$ cat src/adcsq_pkg.sv
package adcsq_pkg;
  // Conversion phases in converter clock periods
  localparam int unsigned SAMPLE_PERIODS  = 4;
  localparam int unsigned CONVERT_PERIODS = 12;
  localparam int unsigned RESULT_BITS     = 12;
  localparam int unsigned SEL_BITS        = 3;
  localparam logic [11:0] FULL_SCALE_CODE = 12'hfff;

  // First control register layout: power bit, format bit, channel field
  localparam logic [7:0] CTRL_FIRST_RESET = 8'h00;
  localparam int unsigned POWER_BIT_POS    = 5;
  localparam int unsigned FORMAT_BIT_POS   = 4;
  localparam int unsigned CHAN_LSB_POS     = 0;
  localparam int unsigned CHAN_BITS        = 4;
  localparam logic [3:0] CHAN_FIRST_UNUSED = 4'h4;

  // Reference select codes
  localparam logic [1:0] REF_EXT_A  = 2'h0;
  localparam logic [1:0] REF_SUPPLY = 2'h1;
  localparam logic [1:0] REF_DAC    = 2'h2;
  localparam logic [1:0] REF_EXT_B  = 2'h3;

  typedef enum logic [1:0] {
    ADCSQ_IDLE   = 2'b00,
    ADCSQ_ARMED  = 2'b01,
    ADCSQ_SAMPLE = 2'b10,
    ADCSQ_CONV   = 2'b11
  } adcsq_state_t;

  // Analog routing toward the converter front end; at most one reference select is set
  typedef struct packed {
    logic       supply_ref;
    logic       dac_ref;
    logic       ext_ref;
    logic       ext_path_on;
    logic [3:0] ext_channel;
    logic [2:0] internal_src;
  } adcsq_route_t;

  // Result pair as read by software
  typedef struct packed {
    logic [7:0] result_high;
    logic [7:0] result_low;
  } adcsq_result_t;
endpackage

$ cat src/adcsq_sequencer.sv
`timescale 1ns/1ps
module adcsq_sequencer #(
  parameter int unsigned DIV_SEL_BITS = 3
) (
  input  wire logic                 clk_i,                   // System clock, 20 MHz
  input  wire logic                 rst_n_i,                 // Sync reset, active low
  input  wire logic [7:0]           conv_control_first_i,    // First control register value
  input  wire logic [2:0]           conv_clock_select_i,     // Divider select, fsys/2^n
  input  wire logic [1:0]           reference_select_i,      // Reference source code
  input  wire logic [2:0]           internal_source_select_i,// Internal source code
  input  wire logic                 start_i,                 // Start bit level
  input  wire logic                 global_irq_enable_i,     // Global interrupt enable
  input  wire logic                 conv_irq_enable_i,       // Converter interrupt enable
  input  wire logic                 conv_irq_request_clr_i,  // Software clears request flag
  input  wire logic                 comparator_i,            // Analog compare, 1 = input above DAC
  output logic                      conv_power_o,            // Analog power enable
  output logic                      sample_o,                // Track/hold switch closed
  output logic [11:0]               trial_code_o,            // Code driven to the internal DAC
  output adcsq_pkg::adcsq_route_t   route_o,                 // Analog routing selects
  output logic                      conv_busy_flag_o,        // Conversion in progress
  output logic                      conv_irq_request_o,      // Sticky completion flag
  output logic                      irq_o,                   // Completion interrupt
  output adcsq_pkg::adcsq_result_t  result_o                 // Result register pair
);
  if (DIV_SEL_BITS != adcsq_pkg::SEL_BITS) begin : g_chk
    $error("Divider select width must match the register field");
  end

  logic                   power_on;
  logic                   result_format;
  logic [3:0]             chan;
  adcsq_pkg::adcsq_state_t state_ff;
  adcsq_pkg::adcsq_state_t nxt_state;
  logic [6:0]             div_cnt_ff;
  logic                   tick;
  logic [3:0]             phase_cnt_ff;
  logic [3:0]             bit_idx_ff;
  logic [11:0]            sar_ff;
  logic                   start_d_ff;
  logic                   start_rise;
  logic                   start_fall;
  logic                   done;
  logic                   irq_req_ff;
  logic [11:0]            res_ff;
  logic                   fmt_ff;

  // Field decode of the first control register
  assign power_on      = conv_control_first_i[adcsq_pkg::POWER_BIT_POS];
  assign result_format = conv_control_first_i[adcsq_pkg::FORMAT_BIT_POS];
  assign chan = conv_control_first_i[adcsq_pkg::CHAN_LSB_POS +: adcsq_pkg::CHAN_BITS];

  // Power follows the enable bit only; no sequencing can keep it on
  assign conv_power_o = power_on;

  // Routing; the external path is on only for channel codes below the unused range
  always_comb begin
    route_o              = '0;
    route_o.supply_ref   = power_on && (reference_select_i == adcsq_pkg::REF_SUPPLY);
    route_o.dac_ref      = power_on && (reference_select_i == adcsq_pkg::REF_DAC);
    route_o.ext_ref      = power_on && ((reference_select_i == adcsq_pkg::REF_EXT_A) ||
                                        (reference_select_i == adcsq_pkg::REF_EXT_B));
    route_o.ext_path_on  = power_on && (chan < adcsq_pkg::CHAN_FIRST_UNUSED);
    route_o.ext_channel  = chan;
    route_o.internal_src = power_on ? internal_source_select_i : 3'h0;
  end

  // Start bit edges; start comes from the CPU on the same clock
  always_ff @(posedge clk_i) begin
    if (!rst_n_i) begin
      start_d_ff <= 1'b0;
    end else begin
      start_d_ff <= start_i;
    end
  end
  assign start_rise = start_i && !start_d_ff;
  assign start_fall = !start_i && start_d_ff;

  // Converter clock divider, restarted with each conversion so phases align
  always_ff @(posedge clk_i) begin
    if (!rst_n_i || state_ff == adcsq_pkg::ADCSQ_IDLE || state_ff == adcsq_pkg::ADCSQ_ARMED) begin
      div_cnt_ff <= 7'h00;
    end else begin
      div_cnt_ff <= tick ? 7'h00 : div_cnt_ff + 7'h01;
    end
  end
  assign tick = (div_cnt_ff == 7'((8'h01 << conv_clock_select_i) - 8'h01));

  // Sequencer; runs without any help from software once started
  always_comb begin
    nxt_state = state_ff;
    unique case (state_ff)
      adcsq_pkg::ADCSQ_IDLE:   if (power_on && start_i) nxt_state = adcsq_pkg::ADCSQ_ARMED;
      adcsq_pkg::ADCSQ_ARMED:  if (start_fall) nxt_state = adcsq_pkg::ADCSQ_SAMPLE;
      adcsq_pkg::ADCSQ_SAMPLE: if (tick && phase_cnt_ff == 4'(adcsq_pkg::SAMPLE_PERIODS - 1))
                                 nxt_state = adcsq_pkg::ADCSQ_CONV;
      adcsq_pkg::ADCSQ_CONV:   if (done) nxt_state = adcsq_pkg::ADCSQ_IDLE;
    endcase
    if (start_rise) nxt_state = adcsq_pkg::ADCSQ_ARMED;
    if (!power_on) nxt_state = adcsq_pkg::ADCSQ_IDLE;
  end
  assign done = (state_ff == adcsq_pkg::ADCSQ_CONV) && tick &&
                (phase_cnt_ff == 4'(adcsq_pkg::CONVERT_PERIODS - 1)) && !start_rise && power_on;

  always_ff @(posedge clk_i) begin
    if (!rst_n_i) begin
      state_ff <= adcsq_pkg::ADCSQ_IDLE;
    end else begin
      state_ff <= nxt_state;
    end
  end

  // Phase counter counts converter clock periods inside each phase
  always_ff @(posedge clk_i) begin
    if (!rst_n_i || nxt_state != state_ff) begin
      phase_cnt_ff <= 4'h0;
    end else if (tick) begin
      phase_cnt_ff <= phase_cnt_ff + 4'h1;
    end
  end

  // Successive approximation, MSB first, one bit per converter period
  always_ff @(posedge clk_i) begin
    if (!rst_n_i || state_ff != adcsq_pkg::ADCSQ_CONV) begin
      sar_ff     <= 12'h800;
      bit_idx_ff <= 4'hb;
    end else if (tick) begin
      sar_ff[bit_idx_ff] <= comparator_i;
      if (bit_idx_ff != 4'h0) begin
        sar_ff[bit_idx_ff - 4'h1] <= 1'b1;
        bit_idx_ff <= bit_idx_ff - 4'h1;
      end
    end
  end
  assign trial_code_o = sar_ff;
  assign sample_o     = (state_ff == adcsq_pkg::ADCSQ_SAMPLE);

  // Result capture; full scale leaves every trial bit set, giving all ones
  always_ff @(posedge clk_i) begin
    if (!rst_n_i) begin
      res_ff <= 12'h000;
      fmt_ff <= 1'b0;
    end else if (done) begin
      res_ff <= {sar_ff[11:1], comparator_i};
      fmt_ff <= result_format;
    end
  end

  // Format bit chooses left or right alignment across the pair
  always_comb begin
    if (fmt_ff) begin
      result_o = {4'h0, res_ff};
    end else begin
      result_o = {res_ff, 4'h0};
    end
  end

  // Busy covers the armed phase too, so a poll never sees stale done
  assign conv_busy_flag_o = (state_ff != adcsq_pkg::ADCSQ_IDLE);

  // Request flag; a completion in the clearing cycle wins
  always_ff @(posedge clk_i) begin
    if (!rst_n_i) begin
      irq_req_ff <= 1'b0;
    end else if (done) begin
      irq_req_ff <= 1'b1;
    end else if (conv_irq_request_clr_i) begin
      irq_req_ff <= 1'b0;
    end
  end
  assign conv_irq_request_o = irq_req_ff;
  assign irq_o = irq_req_ff && global_irq_enable_i && conv_irq_enable_i;

  // Checks; the phase length checks hold for divider select 0 only and stand down while start is high or power is off,
  // since an abort or a divider change legally cuts a phase short
  busy_fall_flag_a: assert property (@(posedge clk_i) disable iff (!rst_n_i)
    $fell(conv_busy_flag_o) && power_on && !$past(start_rise) |-> irq_req_ff)
    else $error("Busy fell without request flag");
  power_off_idle_a: assert property (@(posedge clk_i) disable iff (!rst_n_i)
    !power_on |=> !conv_busy_flag_o)
    else $error("Busy while powered down");
  power_dark_a: assert property (@(posedge clk_i) disable iff (!rst_n_i)
    !conv_power_o |-> route_o.internal_src == 3'h0 && !route_o.ext_path_on &&
      !route_o.supply_ref && !route_o.dac_ref && !route_o.ext_ref)
    else $error("Analog routing live while powered down");
  irq_gate_a: assert property (@(posedge clk_i) disable iff (!rst_n_i)
    irq_o |-> global_irq_enable_i && conv_irq_enable_i && conv_irq_request_o)
    else $error("Interrupt without both enables");
  start_arms_a: assert property (@(posedge clk_i) disable iff (!rst_n_i)
    start_rise && power_on |=> state_ff == adcsq_pkg::ADCSQ_ARMED)
    else $error("Start rise did not rearm");
  fall_starts_a: assert property (@(posedge clk_i) disable iff (!rst_n_i)
    state_ff == adcsq_pkg::ADCSQ_ARMED && start_fall && power_on
      |=> state_ff == adcsq_pkg::ADCSQ_SAMPLE)
    else $error("Falling start did not begin sampling");
  sample_len_a: assert property (@(posedge clk_i)
    disable iff (!rst_n_i || start_i || !power_on || conv_clock_select_i != 3'h0)
    $rose(sample_o) |-> sample_o [*4] ##1 state_ff == adcsq_pkg::ADCSQ_CONV)
    else $error("Sampling not four periods");
  conv_len_a: assert property (@(posedge clk_i)
    disable iff (!rst_n_i || start_i || !power_on || conv_clock_select_i != 3'h0)
    $rose(state_ff == adcsq_pkg::ADCSQ_CONV)
      |-> ##11 conv_busy_flag_o ##1 !conv_busy_flag_o)
    else $error("Conversion not twelve periods");
  busy_during_a: assert property (@(posedge clk_i) disable iff (!rst_n_i)
    sample_o |-> conv_busy_flag_o)
    else $error("Not busy while sampling");
  full_scale_a: assert property (@(posedge clk_i) disable iff (!rst_n_i)
    done && sar_ff[11:1] == 11'h7ff && comparator_i
      |=> res_ff == adcsq_pkg::FULL_SCALE_CODE)
    else $error("Full scale not all ones");
  cov_done_c: cover property (@(posedge clk_i) disable iff (!rst_n_i) done);
  cov_abort_c: cover property (@(posedge clk_i) disable iff (!rst_n_i)
    state_ff == adcsq_pkg::ADCSQ_CONV && start_rise);
  cov_irq_c: cover property (@(posedge clk_i) disable iff (!rst_n_i) $rose(irq_o));
  cov_off_c: cover property (@(posedge clk_i) disable iff (!rst_n_i)
    sample_o && !power_on);
endmodule

$ cat config.mk
export PLATFORM = sky130hd
export DESIGN_NAME = adcsq_sequencer
export DESIGN_NICKNAME = d
export VERILOG_FILES = /design/src/adcsq_pkg.sv /design/src/adcsq_sequencer.sv
export SDC_FILE = /design/constraint.sdc
export NUM_CORES = 1
export LEC_CHECK = 0
export BUFFER_PORTS_ARGS = -buffer_cell sky130_fd_sc_hd__buf_4
export CAP_MARGIN = 20
export CORE_AREA = 2 2 87 89
export DETAILED_ROUTE_END_ITERATION = 7
export DIE_AREA = 0 0 89 91
export GPL_TIMING_DRIVEN = 0
export SYNTH_ARGS = -nofsm -noshare
export SYNTH_HDL_FRONTEND = slang
export SYNTH_SLANG_ARGS = --single-unit
$ cat constraint.sdc
create_clock -name clk_i -period 3.11 [get_ports clk_i]
set_clock_uncertainty 0.2 [all_clocks]
set_input_delay 0.311 -clock clk_i [delete_from_list [all_inputs] [get_ports clk_i]]
set_output_delay 0.311 -clock clk_i [all_outputs]
set_load 0.02 [all_outputs]
# ---- Word level (Yosys, flattened, before mapping)
# Index checks and enable logic that the tools add are counted.
dict set report word_totals {
  in_bits 23
  latch_bits 0
  reg_bits 44
  mem_bits_ro 0
  ram_bits 0
  n_memories 0
}
dict set report classes {
  multipliers 0
  div 0
  add_sub_neg 4
  bitwise 1
  n_eq_ne 11
  n_shift 1
  n_reduce_logical 32
  mux 17
  n_lt_le_gt_ge 5
}
# operator n
set op_table {}
lappend op_table {{$logic_and 1x1->1} 16}
lappend op_table {{$mux 16} 1}
lappend op_table {{$bwmux 12} 1}
lappend op_table {{$mux 12} 1}
lappend op_table {{$mux 2} 6}
lappend op_table {{$or 12x12->12} 1}
lappend op_table {{$lt 4x5->1 const B} 2}
lappend op_table {{$demux 1 s4} 2}
lappend op_table {{$eq 2x2->1 const B} 4}
lappend op_table {{$ge 4x1->1 const B} 2}
lappend op_table {{$pmux 2 s4} 1}
lappend op_table {{$add 7x1->7 const B} 1}
lappend op_table {{$eq 7x7->1} 1}
lappend op_table {{$shl 1x3->7 const A} 1}
lappend op_table {{$sub 7x1->7 const B} 1}
lappend op_table {{$logic_or 1x1->1} 5}
lappend op_table {{$add 4x1->4 const B} 1}
lappend op_table {{$eq 2x1->1 const B} 2}
lappend op_table {{$eq 4x2->1 const B} 1}
lappend op_table {{$eq 4x4->1 const B} 1}
lappend op_table {{$logic_not 1->1} 4}
lappend op_table {{$logic_not 2->1} 2}
lappend op_table {{$lt 4x3->1 const B} 1}
lappend op_table {{$mux 1} 4}
lappend op_table {{other kinds (8)} 9}

# ---- Depth between registers and ports, before layout
# Gate-level depths: netlist of the first run.
dict set report logic_depth {
  depth_word 13
  ltp_mapped 9
  mapped_depth_nobuf 7
}

# ---- Worst setup path after synthesis of the first run
# No wires, ideal clock.
dict set report synth_path {
  kind {input port to flip-flop}
  startpoint {input port conv_clock_select_i[2]}
  endpoint {register sar_ff[9] (netlist: trial_code_o[9])}
  t_arrival_ps 1733
  stages 7
  n_path_buf 2
  t_required_ps 2793
  slack_ps 1059
  cell_sequence {buf_2 > nor3_1 > o21ai_0 > a32oi_2 > buf_4 > nand4_1 > a32o_1}
}
dict set report synth_between {
  elab_chain_cells 3
}
# element line
set synth_rtl {}
lappend synth_rtl {{start: declaration} adcsq_sequencer.sv:8} ;# input wire logic [2:0] conv_clock_select_i,
lappend synth_rtl {{$shl 1x3->7} adcsq_sequencer.sv:86} ;# assign tick = (div_cnt_ff == 7'((8'h01 << conv_clock_select_i) - 8'h01));
lappend synth_rtl {{$sub 7x1->7} adcsq_sequencer.sv:86}
lappend synth_rtl {{$eq 7x7->1} adcsq_sequencer.sv:86}
lappend synth_rtl {{end signal: indexed assignment} adcsq_sequencer.sv:127} ;# sar_ff[bit_idx_ff] <= comparator_i;
lappend synth_rtl {{end: declaration} adcsq_sequencer.sv:38} ;# logic [11:0] sar_ff;
# No other way between the ends.
# A chain may end at the register's enable or synchronous reset.

# ---- Worst setup path after layout of the first run
dict set report layout_path {
  startpoint {register bit_idx_ff[0]}
  endpoint {register sar_ff[2] (netlist: trial_code_o[2])}
}
dict set report layout_between {
  elab_chain_cells 7
  word_cells_on_any_way 15
  classes_between {add/sub (1); order compare (4); mux (6); bitwise (1); reduce/logical (3)}
}
# element line
set layout_rtl {}
lappend layout_rtl {{start: declaration} adcsq_sequencer.sv:37} ;# logic [3:0] bit_idx_ff;
lappend layout_rtl {{start signal: assignment} adcsq_sequencer.sv:130} ;# bit_idx_ff <= bit_idx_ff - 4'h1;
lappend layout_rtl {{$sub 4x1->4 (tied with other cells)} adcsq_sequencer.sv:129} ;# sar_ff[bit_idx_ff - 4'h1] <= 1'b1;
lappend layout_rtl {{$lt 4x5->1 (implied by the code) (tied with other cells)} adcsq_sequencer.sv:129}
lappend layout_rtl {{$logic_and 1x1->1 (implied by the code) or $mux 1 (tied branches)} {adcsq_sequencer.sv:129, adcsq_sequencer.sv:127}}
lappend layout_rtl {{$mux 1 (implied by the code) or $demux 1 s4 (tied branches)} {adcsq_sequencer.sv:129, adcsq_sequencer.sv:127}}
lappend layout_rtl {{$demux 1 s4 or $bwmux 12 (tied branches)} {adcsq_sequencer.sv:129, adcsq_sequencer.sv:127}}
lappend layout_rtl {{$or 12x12->12 (no line)} n/a}
lappend layout_rtl {{$mux 12 *} adcsq_sequencer.sv:128} ;# if (bit_idx_ff != 4'h0) begin
# Mark *: on every way between the ends. The rest lies on a longest branch, timed or not.

==> results of run 1 <==
## flip-flops by register name (all words and copies together) (netlist names)
register and count:
res_ff 12, trial_code_o 12, div_cnt_ff 7, bit_idx_ff 4, phase_cnt_ff 4, state_ff 2, conv_irq_request_o 1, fmt_ff 1
start_d_ff 1
## kinds of logic (layout without fill, tap and decap cells)
logic type | count (synthesis) | in the layout | synth area share
compound gates | 76 | 76 | 0.2187
mux | 23 | 23 | 0.08562
simple gates | 139 | 139 | 0.2556
flops | 44 | 44 | 0.3123
xor+xnor | 5 | 5 | 0.01553
buf+inv | 38 | 107 | 0.06344
fa+ha+maj | 11 | 11 | 0.04880
## final cells by class
cell class                      count  area [um2]  share of cell area
Clock inverter                      2       12.51            0.003584
Clock buffer                        5       68.82             0.01971
Multi-Input combinational cell    254        1760              0.5043
Timing Repair Buffer               62       465.4              0.1333
Inverter                            9       33.78            0.009677
Tap cell                           99       123.9             0.03548
Sequential cell                    44       880.8              0.2523
Buffer                             29       145.1             0.04158
## power by group
part	internal (mW)	switching, mW
clock network	0.153	0.205
registers	0.565	0.00116
logic	0.0494	0.0649
total	0.766	0.271
## per-layer routing
metal | global-route usage | wire length (um) | up-vias
li1 | - | - | 1372
met1 | 0.2651 | 3572 | 1272
met2 | 0.2886 | 3292 | 76
met3 | 0.02909 | 388 | 7
met4 | 0.04602 | 77 | 0
met5 | 0 | 0 | -
## per-stage QoR
step	worst slack, ps	cell area [um2]	cells	utilization	power [mW]
floorplan	1059	2820	336	-	0.6427
global placement	692.4	3410	497	0.4777	0.6923
detailed placement	664.7	3410	497	0.4777	0.6932
CTS	649.6	3491	504	0.4891	1.050
global route	304.7	3491	504	0.4891	1.078
finish	616.4	3491	504	0.4891	1.037
## worst min path at each step
stage / from / to / slack (ps) / cells after the start
after floorplan: start_i / start_d_ff / 230 / 1
after global placement: res_ff[11] / res_ff[11] / 250 / 2
after detailed placement: res_ff[0] / res_ff[0] / 260 / 2
after CTS: start_i / start_d_ff / 60 / 2
after global routing: start_i / start_d_ff / 70 / 2
final: start_i / start_d_ff / 60 / 2
## cells in the final DEF, fill, tap and decap left out, types with 3 or more instances in the layout
master | Yosys | routed
nand2_1 | 52 | 52
o31ai_1 | 5 | 5
xor2_1 | 4 | 4
a32o_1 | 7 | 7
o311ai_1 | 6 | 6
mux2i_1 | 14 | 14
a21oi_1 | 8 | 8
nor2_1 | 13 | 13
clkbuf_1 | 18 | 18
nor2b_1 | 8 | 8
buf_4 | 7 | 69
nand2b_1 | 3 | 3
inv_1 | 9 | 9
nand3_1 | 14 | 14
and2_1 | 15 | 15
mux2_2 | 9 | 9
clkbuf_8 | 0 | 5
a21o_1 | 3 | 3
a221o_1 | 4 | 4
nand4_1 | 9 | 9
ha_1 | 11 | 11
o21ai_0 | 7 | 7
and3_1 | 5 | 5
nor3_1 | 5 | 5
nand3b_1 | 4 | 4
dfxtp_1 | 44 | 44
a32oi_1 | 7 | 7
==> results.cfg, run 1 <==
[run_status]
run_status = finished, final reports clean

[cts]
cts-resized-gates = 0
htreeDepth = 2
cts_sinks = 44
cts_tree = built
ctsHoldBuffers = 0
cts_setup_buffers = 0
clk_latency_ps = 300
cts_buffer_depth = 2
clkTransAtPathRegs_ps = 90
numCtsBuffers = 5
root_buffer = clkbuf_8

[setup_path]
crit_buf_inv = 3
rr_startpoint = bit_idx_ff[0]
worst-path-stages = 8
r2r_cells = 8
cp-startpoint = bit_idx_ff[0]
cpPeakStageDelay_ps = 390
worst-setup-path-type = reg2reg
end_kind = flip-flop
path_max_fanout = 10
crit_path_frequent_cell = clkbuf_1
crit_family = buffers and inverters
r2r_slack_ps = 620
regToRegEndpoint = trial_code_o[2]
crit_required_ps = 3130
start_kind = flip-flop
crit_chain = inv_1 -> ha_1 -> clkbuf_1 -> clkbuf_1 -> mux2i_1 -> o21ai_0 -> a32oi_1 -> o31ai_1
endpoint = trial_code_o[2]
arrival_ps = 2510
cpMaxStageDelayCell = dfxtp_1

[drt]
totalWireLength_um = 7330
first_pass_iters = 4
ant_nets = 0
drt_iter0_drc = 138
remaining_drc_errors = 0
viasPerCell = 5.411
num_vias = 2727
wl_per_cell_um = 14.54

[finish]
antenna_cells = 0
n_fill_cell = 724
nets = 439
drive_above_1_share = 0.2395
area_growth_pct = 23.78

[run]
maxCapViolations = 0

[timing]
slew_viol_final = 0
tightest_slew_ps = 585.9
finalSetupTns_ps = 0
post-route-min-period_ps = 2494
timing.hold.ws_ps = 60.94
setup_viol = 0
rsz0062_at_grt = false
fmax_ghz = 0.4010
post-route-period-util = 0.8018
slew_headroom = 0.6080
finalHoldViolations = 0

[grt]
grt_pass1_wl_um = 12280
grt_overflow = 0
grt_max_degree = 14
first_global_vias = 2551
grt_use_total = 0.1850
antenna_found_initial = 0

[placed_design]
hpwl_um = 5391
gp_congestion = 0.9083
portBuffers = 62

[synth]
netlist_instances = 336
synth_common_cells = 52 x nand2_1, 44 x dfxtp_1, 18 x clkbuf_1
yosysMostFrequentCell = nand2_1
avgSynthCellArea_um2 = 8.393
yosysTopAreaCell = dfxtp_1
yosys_warnings = 0
ys_ff_latch = 44
netlist_top_cells_area = dfxtp_1 31%, nand2_1 6.9%, mux2i_1 5.0%
syn-num-nets = 370
synth_edf_count = 0
synth.top_cell.area_share = 0.3123
yosys_most_used_dff = dfxtp_1
syn_area_mm2 = 0.002820
yosysSeqAreaShare = 0.3123
ys_async_sr_fraction = 0
yosysUniqueCellTypes = 61

[floorplanning]
rows = 31
die_h_um = 91
start_util = 0.3952
core-area_mm2 = 0.007137
die_area_mm2 = 0.008099
ios = 67
die_w_um = 89

[power]
leakagePower_nw = 1.453
vdd.ir_drop.worst_uv = 189.5
p_per_area_mw_per_mm2 = 297.1

[worst_hold_path]
worst_hold_path_type = in2reg
(Power assumes the default switching activity.)
==> inputs of run 2 (changes only) <==
ABC_AREA = 1   (was unset)
CORE_AREA = 2 2 83 85   (was 2 2 87 89)
DIE_AREA = 0 0 85 87   (was 0 0 89 91)
clock period = 2.5 ns   (was 3.11 ns; I/O delays follow)
==> run 2 against run 1 <==
Net effect: routed wire length down 19%; critical endpoint is now trial_code_o[5]; utilization rose by 0.15 points; global-route usage is 1.7 points lower; sequential power is 24% higher; area after synthesis fell by 10%; register-to-register slack worse by 130 ps; largest cell class unchanged; largest power group unchanged; total power increased by 34%; die area decreased by 8.7%; non-clock buffer count is 12 lower; maximum frequency grew 24%; setup slack worse by 130 ps; count of clock-buffer cells in the layout is the same.
==> results.cfg, run 2 <==
[drt]
totalWireLength_um = 5914
viasPerCell = 4.694
wl_met3_um = 307
wl_per_cell_um = 11.22
remaining_drc_errors = 0
drt_iter0_drc = 125
m1WireLength_um = 2810
top_layer = met4
first_pass_iters = 4
wl_met2_um = 2737
ant_nets = 0
num_vias = 2474

[setup_path]
path_max_fanout = 7
regToRegEndpoint = trial_code_o[5]
end_kind = flip-flop
r2r_slack_ps = 490
endpoint = trial_code_o[5]
worst-setup-path-type = reg2reg
start_kind = flip-flop
rr_startpoint = bit_idx_ff[0]
cp-startpoint = bit_idx_ff[0]
crit_required_ps = 2530
r2r_cells = 11
arrival_ps = 2040

[run_status]
run_status = finished, final reports clean

[power]
p_per_area_mw_per_mm2 = 430.8
vdd.ir_drop.worst_uv = 218.3
leakagePower_nw = 1.508
total_power_mw = 1.388

[finish]
final_util = 0.4907
drive_above_1_share = 0.2058
antenna_cells = 0
most-common-layout-cells = 78 x nand2_1, 67 x buf_4, 66 x inv_1
area_growth_pct = 27.40
final_common_cell = nand2_1
fin_area_mm2 = 0.003223
nets = 480

[synth]
ys_ff_latch = 44
avgSynthCellArea_um2 = 6.729
synth_common_cells = 78 x nand2_1, 66 x inv_1, 44 x dfxtp_1
netlist_top_cells_area = dfxtp_1 35%, nand2_1 12%, inv_1 9.8%
yosysMostFrequentCell = nand2_1
yosys_warnings = 0
yosysUniqueCellTypes = 31
syn-num-nets = 410
yosysSeqAreaShare = 0.3482
netlist_instances = 376
yosys_most_used_dff = dfxtp_1
synth_edf_count = 0
synth.top_cell.area_share = 0.3482
syn_area_mm2 = 0.002530
yosysTopAreaCell = dfxtp_1
ys_async_sr_fraction = 0

[timing]
rsz0062_at_grt = false
finalSetupTns_ps = 0
post-route-period-util = 0.8035
slew_viol_final = 0
setup_viol = 0
tightest_slew_ps = 514.7
slew_headroom = 0.6568
finalHoldViolations = 0
post-route-min-period_ps = 2009
fmax_ghz = 0.4978

[floorplanning]
start_util = 0.3851
die_w_um = 85
core-area_mm2 = 0.006569
die_area_mm2 = 0.007395
ios = 67
rows = 30
die_h_um = 87

[cts]
numCtsBuffers = 5
htreeDepth = 2
cts_buffer_depth = 2
cts_tree = built
clk_latency_ps = 290
cts_setup_buffers = 0
clkTransAtPathRegs_ps = 90
root_buffer = clkbuf_8
cts_sinks = 44

[worst_hold_path]
worst_hold_path_type = in2reg

[grt]
grt_max_degree = 16
antenna_found_initial = 0
grt_use_total = 0.1676
first_global_vias = 2382
grt_pass1_wl_um = 10360
grt_overflow = 0

[placed_design]
place_area_mm2 = 0.003088
gp_congestion = 0.8933
portBuffers = 61
hpwl_um = 4585

[run]
maxCapViolations = 0
-- run 2: kinds of logic after synthesis --
family                     share of synthesized area
and+or+nand+nor                               0.2522
xor gates and xnor gates                     0.02770
buffers and inverters                         0.1429
adders and majority gates                    0.05440
AOI/OAI and AO/OA                             0.1746
DFF                                           0.3482
-- run 2: worst max-delay path: stages (launching register included) --
cell and delay, ps:
dfxtp_1 390, inv_1 150, ha_1 270, inv_1 110
nand2_1 60, nand2_1 100, inv_1 60, nor2_1 230
nand3_1 100, o21ai_0 90, nand2_1 70, a21oi_1 120
-- run 2: timing repair --
action | 4_1_cts | 5_1_grt
resized for setup | 0 | 0
hold endpoints to repair | 2 | 0
hold buffers | 2 | 0
-- run 2: per-layer routing --
metal  global-route usage  vias up
li1                     -     1326
met1               0.2186     1084
met2               0.2862       59
met3              0.02938        5
met4              0.04473        0
met5                    0        -
-- run 2: worst min path at each step --
| stage | start | to | cells after the start |
|---|---|---|---|
| 2_1_floorplan | start_i | start_d_ff | 2 |
| 3_3_place_gp | res_ff[2] | res_ff[2] | 2 |
| 3_5_place_dp | res_ff[2] | res_ff[2] | 2 |
| 4_1_cts | conv_control_first_i[4] | fmt_ff | 3 |
| 5_1_grt | conv_control_first_i[4] | fmt_ff | 3 |
| 6_report | conv_control_first_i[4] | fmt_ff | 3 |
-- run 2: final cells by class --
cell class / instances / area [um2]
fill: 679 / 3346
multi-input combinational: 246 / 1287
sequential: 44 / 880.8
timing repair buffer: 63 / 478.0
inverter: 70 / 262.8
tap: 80 / 100.1
buffer: 16 / 98.84
clock buffer: 5 / 68.82
clock inverter: 3 / 46.29
-- run 2: through the flow --
stage	hold slack (ps)	setup slack, ps	instances
2_1_floorplan	143.5	721.5	376
3_3_place_gp	252.4	532.3	517
3_5_place_dp	257.9	511.5	517
4_1_cts	10.96	490.8	527
5_1_grt	21.42	253.0	527
6_report	13.52	491.3	527
-- run 2: power by group --
part | switching [mW] | total (mW) | internal (mW)
logic | 0.0659 | 0.124 | 0.0577
registers | 0.00164 | 0.704 | 0.702
clock network | 0.260 | 0.561 | 0.301
==> inputs of run 3 (changes only) <==
clock period = 1.8 ns   (was 2.5 ns; I/O delays follow)
==> run 3 against run 2 <==
Net effect: the flow now finishes with violations (setup timing); non-clock buffer count increased by 9; setup slack lost 530 ps; cell area increased by 6.4%; critical path depth is 2 higher; final cell count increased by 1.7%; die area is the same; worst hold slack got worse by 12 ps; via count increased by 2.9%; sequential power up 38%; routed wire length up 4.2%; clock power up 40%; maximum frequency grew 9.5%; critical path type unchanged.
==> results.cfg, run 3 (synthesized netlist as in run 2, its figures left out) <==
[power]
vdd.ir_drop.worst_uv = 346.4
clkPwrFrac = 0.404
power.internal_mw = 1.478
seqPwrFrac = 0.501
power.switching_mw = 0.4654
swShare = 0.2395
pwr-share-comb = 0.095
p_per_area_mw_per_mm2 = 566.4
leakagePower_nw = 1.564

[setup_path]
crit_family = simple AND/OR/NAND/NOR gates
cpMaxStageDelayCell = dfxtp_2
end_kind = flip-flop
rr_startpoint = phase_cnt_ff[0]
start_kind = flip-flop
cpPeakStageDelay_ps = 370
r2r_slack_ps = -40
cp-startpoint = phase_cnt_ff[0]
worst-setup-path-type = reg2reg
path_max_fanout = 6
crit_buf_inv = 2
arrival_ps = 1830
crit_chain = ha_4 -> inv_2 -> nor2_4 -> nand3_2 -> nor2_2 -> nand3_2 -> buf_6 -> a21oi_2 -> nand2_1 -> nand2_1 -> nand2_1 -> nand3_2 -> nor2_1
crit_required_ps = 1790

[placed_design]
portBuffers = 61
hpwl_um = 4585
dp.cells = 517
gp_congestion = 0.8933
place_ws_ps = -188.5

[floorplanning]
ios = 67
die_h_um = 87
die_w_um = 85
core-area_mm2 = 0.006569
start_util = 0.3851
die_area_mm2 = 0.007395
rows = 30

[timing]
tightest_slew_ps = 454.7
fmax_ghz = 0.5449
slew_headroom = 0.6968
setup_viol = 4
slew_viol_final = 0
finalSetupTns_ps = -93.69
finalHoldViolations = 0
post-route-period-util = 1.020
post-route-min-period_ps = 1835
rsz0062_at_grt = true
worst_slack_ps = -35.23

[drt]
first_pass_iters = 5
totalWireLength_um = 6163
ant_nets = 0
drt_iter0_drc = 80
wl_per_cell_um = 11.50
remaining_drc_errors = 0
num_vias = 2545
viasPerCell = 4.748

[finish]
most-common-layout-cells = 75 x nand2_1, 72 x buf_4, 61 x inv_1
drive_above_1_share = 0.3004
final_common_cell = nand2_1
n_fill_cell = 653
final_cells = 536
seq_area_um2 = 902.1
final_util = 0.5223
multiInputGateArea_mm2 = 0.001380
nets = 489
area_growth_pct = 35.61
antenna_cells = 0

[run_status]
run_status = complete, but fails checks
violations = setup timing

[grt]
grt_pass1_wl_um = 10540
grt_use_total = 0.1702
grt_max_degree = 16
grt_overflow = 0
first_global_vias = 2441
antenna_found_initial = 0

[worst_hold_path]
hp-start = rst_n_i
worst_hold_path_type = in2reg

[cts]
clk_latency_ps = 300
cts_tree = built
cts_buffer_depth = 2
cts_sinks = 44
clkTransAtPathRegs_ps = 100
numCtsBuffers = 5
root_buffer = clkbuf_8
htreeDepth = 2

[run]
maxCapViolations = 0
run 3: changes by cell type in the layout (fill, tap and decap cells not counted), moves of 4 or more:
cell | previous run | this run
nor2_2 | 2 | 7
clkbuf_1 | 6 | 2
inv_2 | 4 | 8
o21ai_0 | 29 | 25
dfxtp_2 | 0 | 8
buf_4 | 67 | 72
dfxtp_1 | 44 | 33
inv_1 | 66 | 61
nor2_1 | 35 | 28
run 3: layer usage:
metal / track usage / up-vias / share of wire
met5: 0 / - / 0
met4: 0.04473 / 0 / 0.015
met3: 0.02938 / 9 / 0.047
met2: 0.2933 / 59 / 0.48
met1: 0.2203 / 1135 / 0.46
li1: - / 1342 / -
run 3: timing repair:
item,4_1_cts,5_1_grt
hold buffers,4,1
resized for setup,13,44
setup buffers,4,2
endpoints found under the setup margin,43,47
endpoints found under the hold margin,5,1
pin swaps,2,8
run 3: final cells by class:
class | instances | area share
clock inverter | 3 | 0.01349
inverter | 70 | 0.07732
timing repair buffer | 72 | 0.1612
tap | 80 | 0.02918
buffer | 16 | 0.03355
clock buffer | 5 | 0.02006
multi-input combinational | 246 | 0.4023
sequential | 44 | 0.2629
run 3: path summary, 6_finish.rpt:
path,endpoint,cells past startpoint
setup / recovery,phase_cnt_ff[2],13
hold / removal,res_ff[2],3
setup reg to reg,phase_cnt_ff[2],13
hold reg to reg,div_cnt_ff[0],1
run 3: power groups by stage:
stage               Combinational, mW  Sequential [mW]  Clock [mW]
global route                    0.206            0.974       0.842
floorplan                      0.0971             1.00           0
CTS                             0.180            0.977       0.795
finish                          0.185            0.973       0.786
global placement                0.167             1.00           0
detailed placement              0.170             1.00           0
run 3: stage by stage:
step                hold slack [ps]  power [mW]  cell area [um2]
floorplan                     73.45       1.097             2530
global placement              189.8       1.167             3088
detailed placement            193.4       1.170             3088
CTS                           3.924       1.953             3293
global route                  35.92       2.021             3431
finish                        1.890       1.943             3431
run 3: worst min-delay path, stage by stage:
cell     delay (ps)
buf_4           140
o21ai_1          90
a21oi_1          50
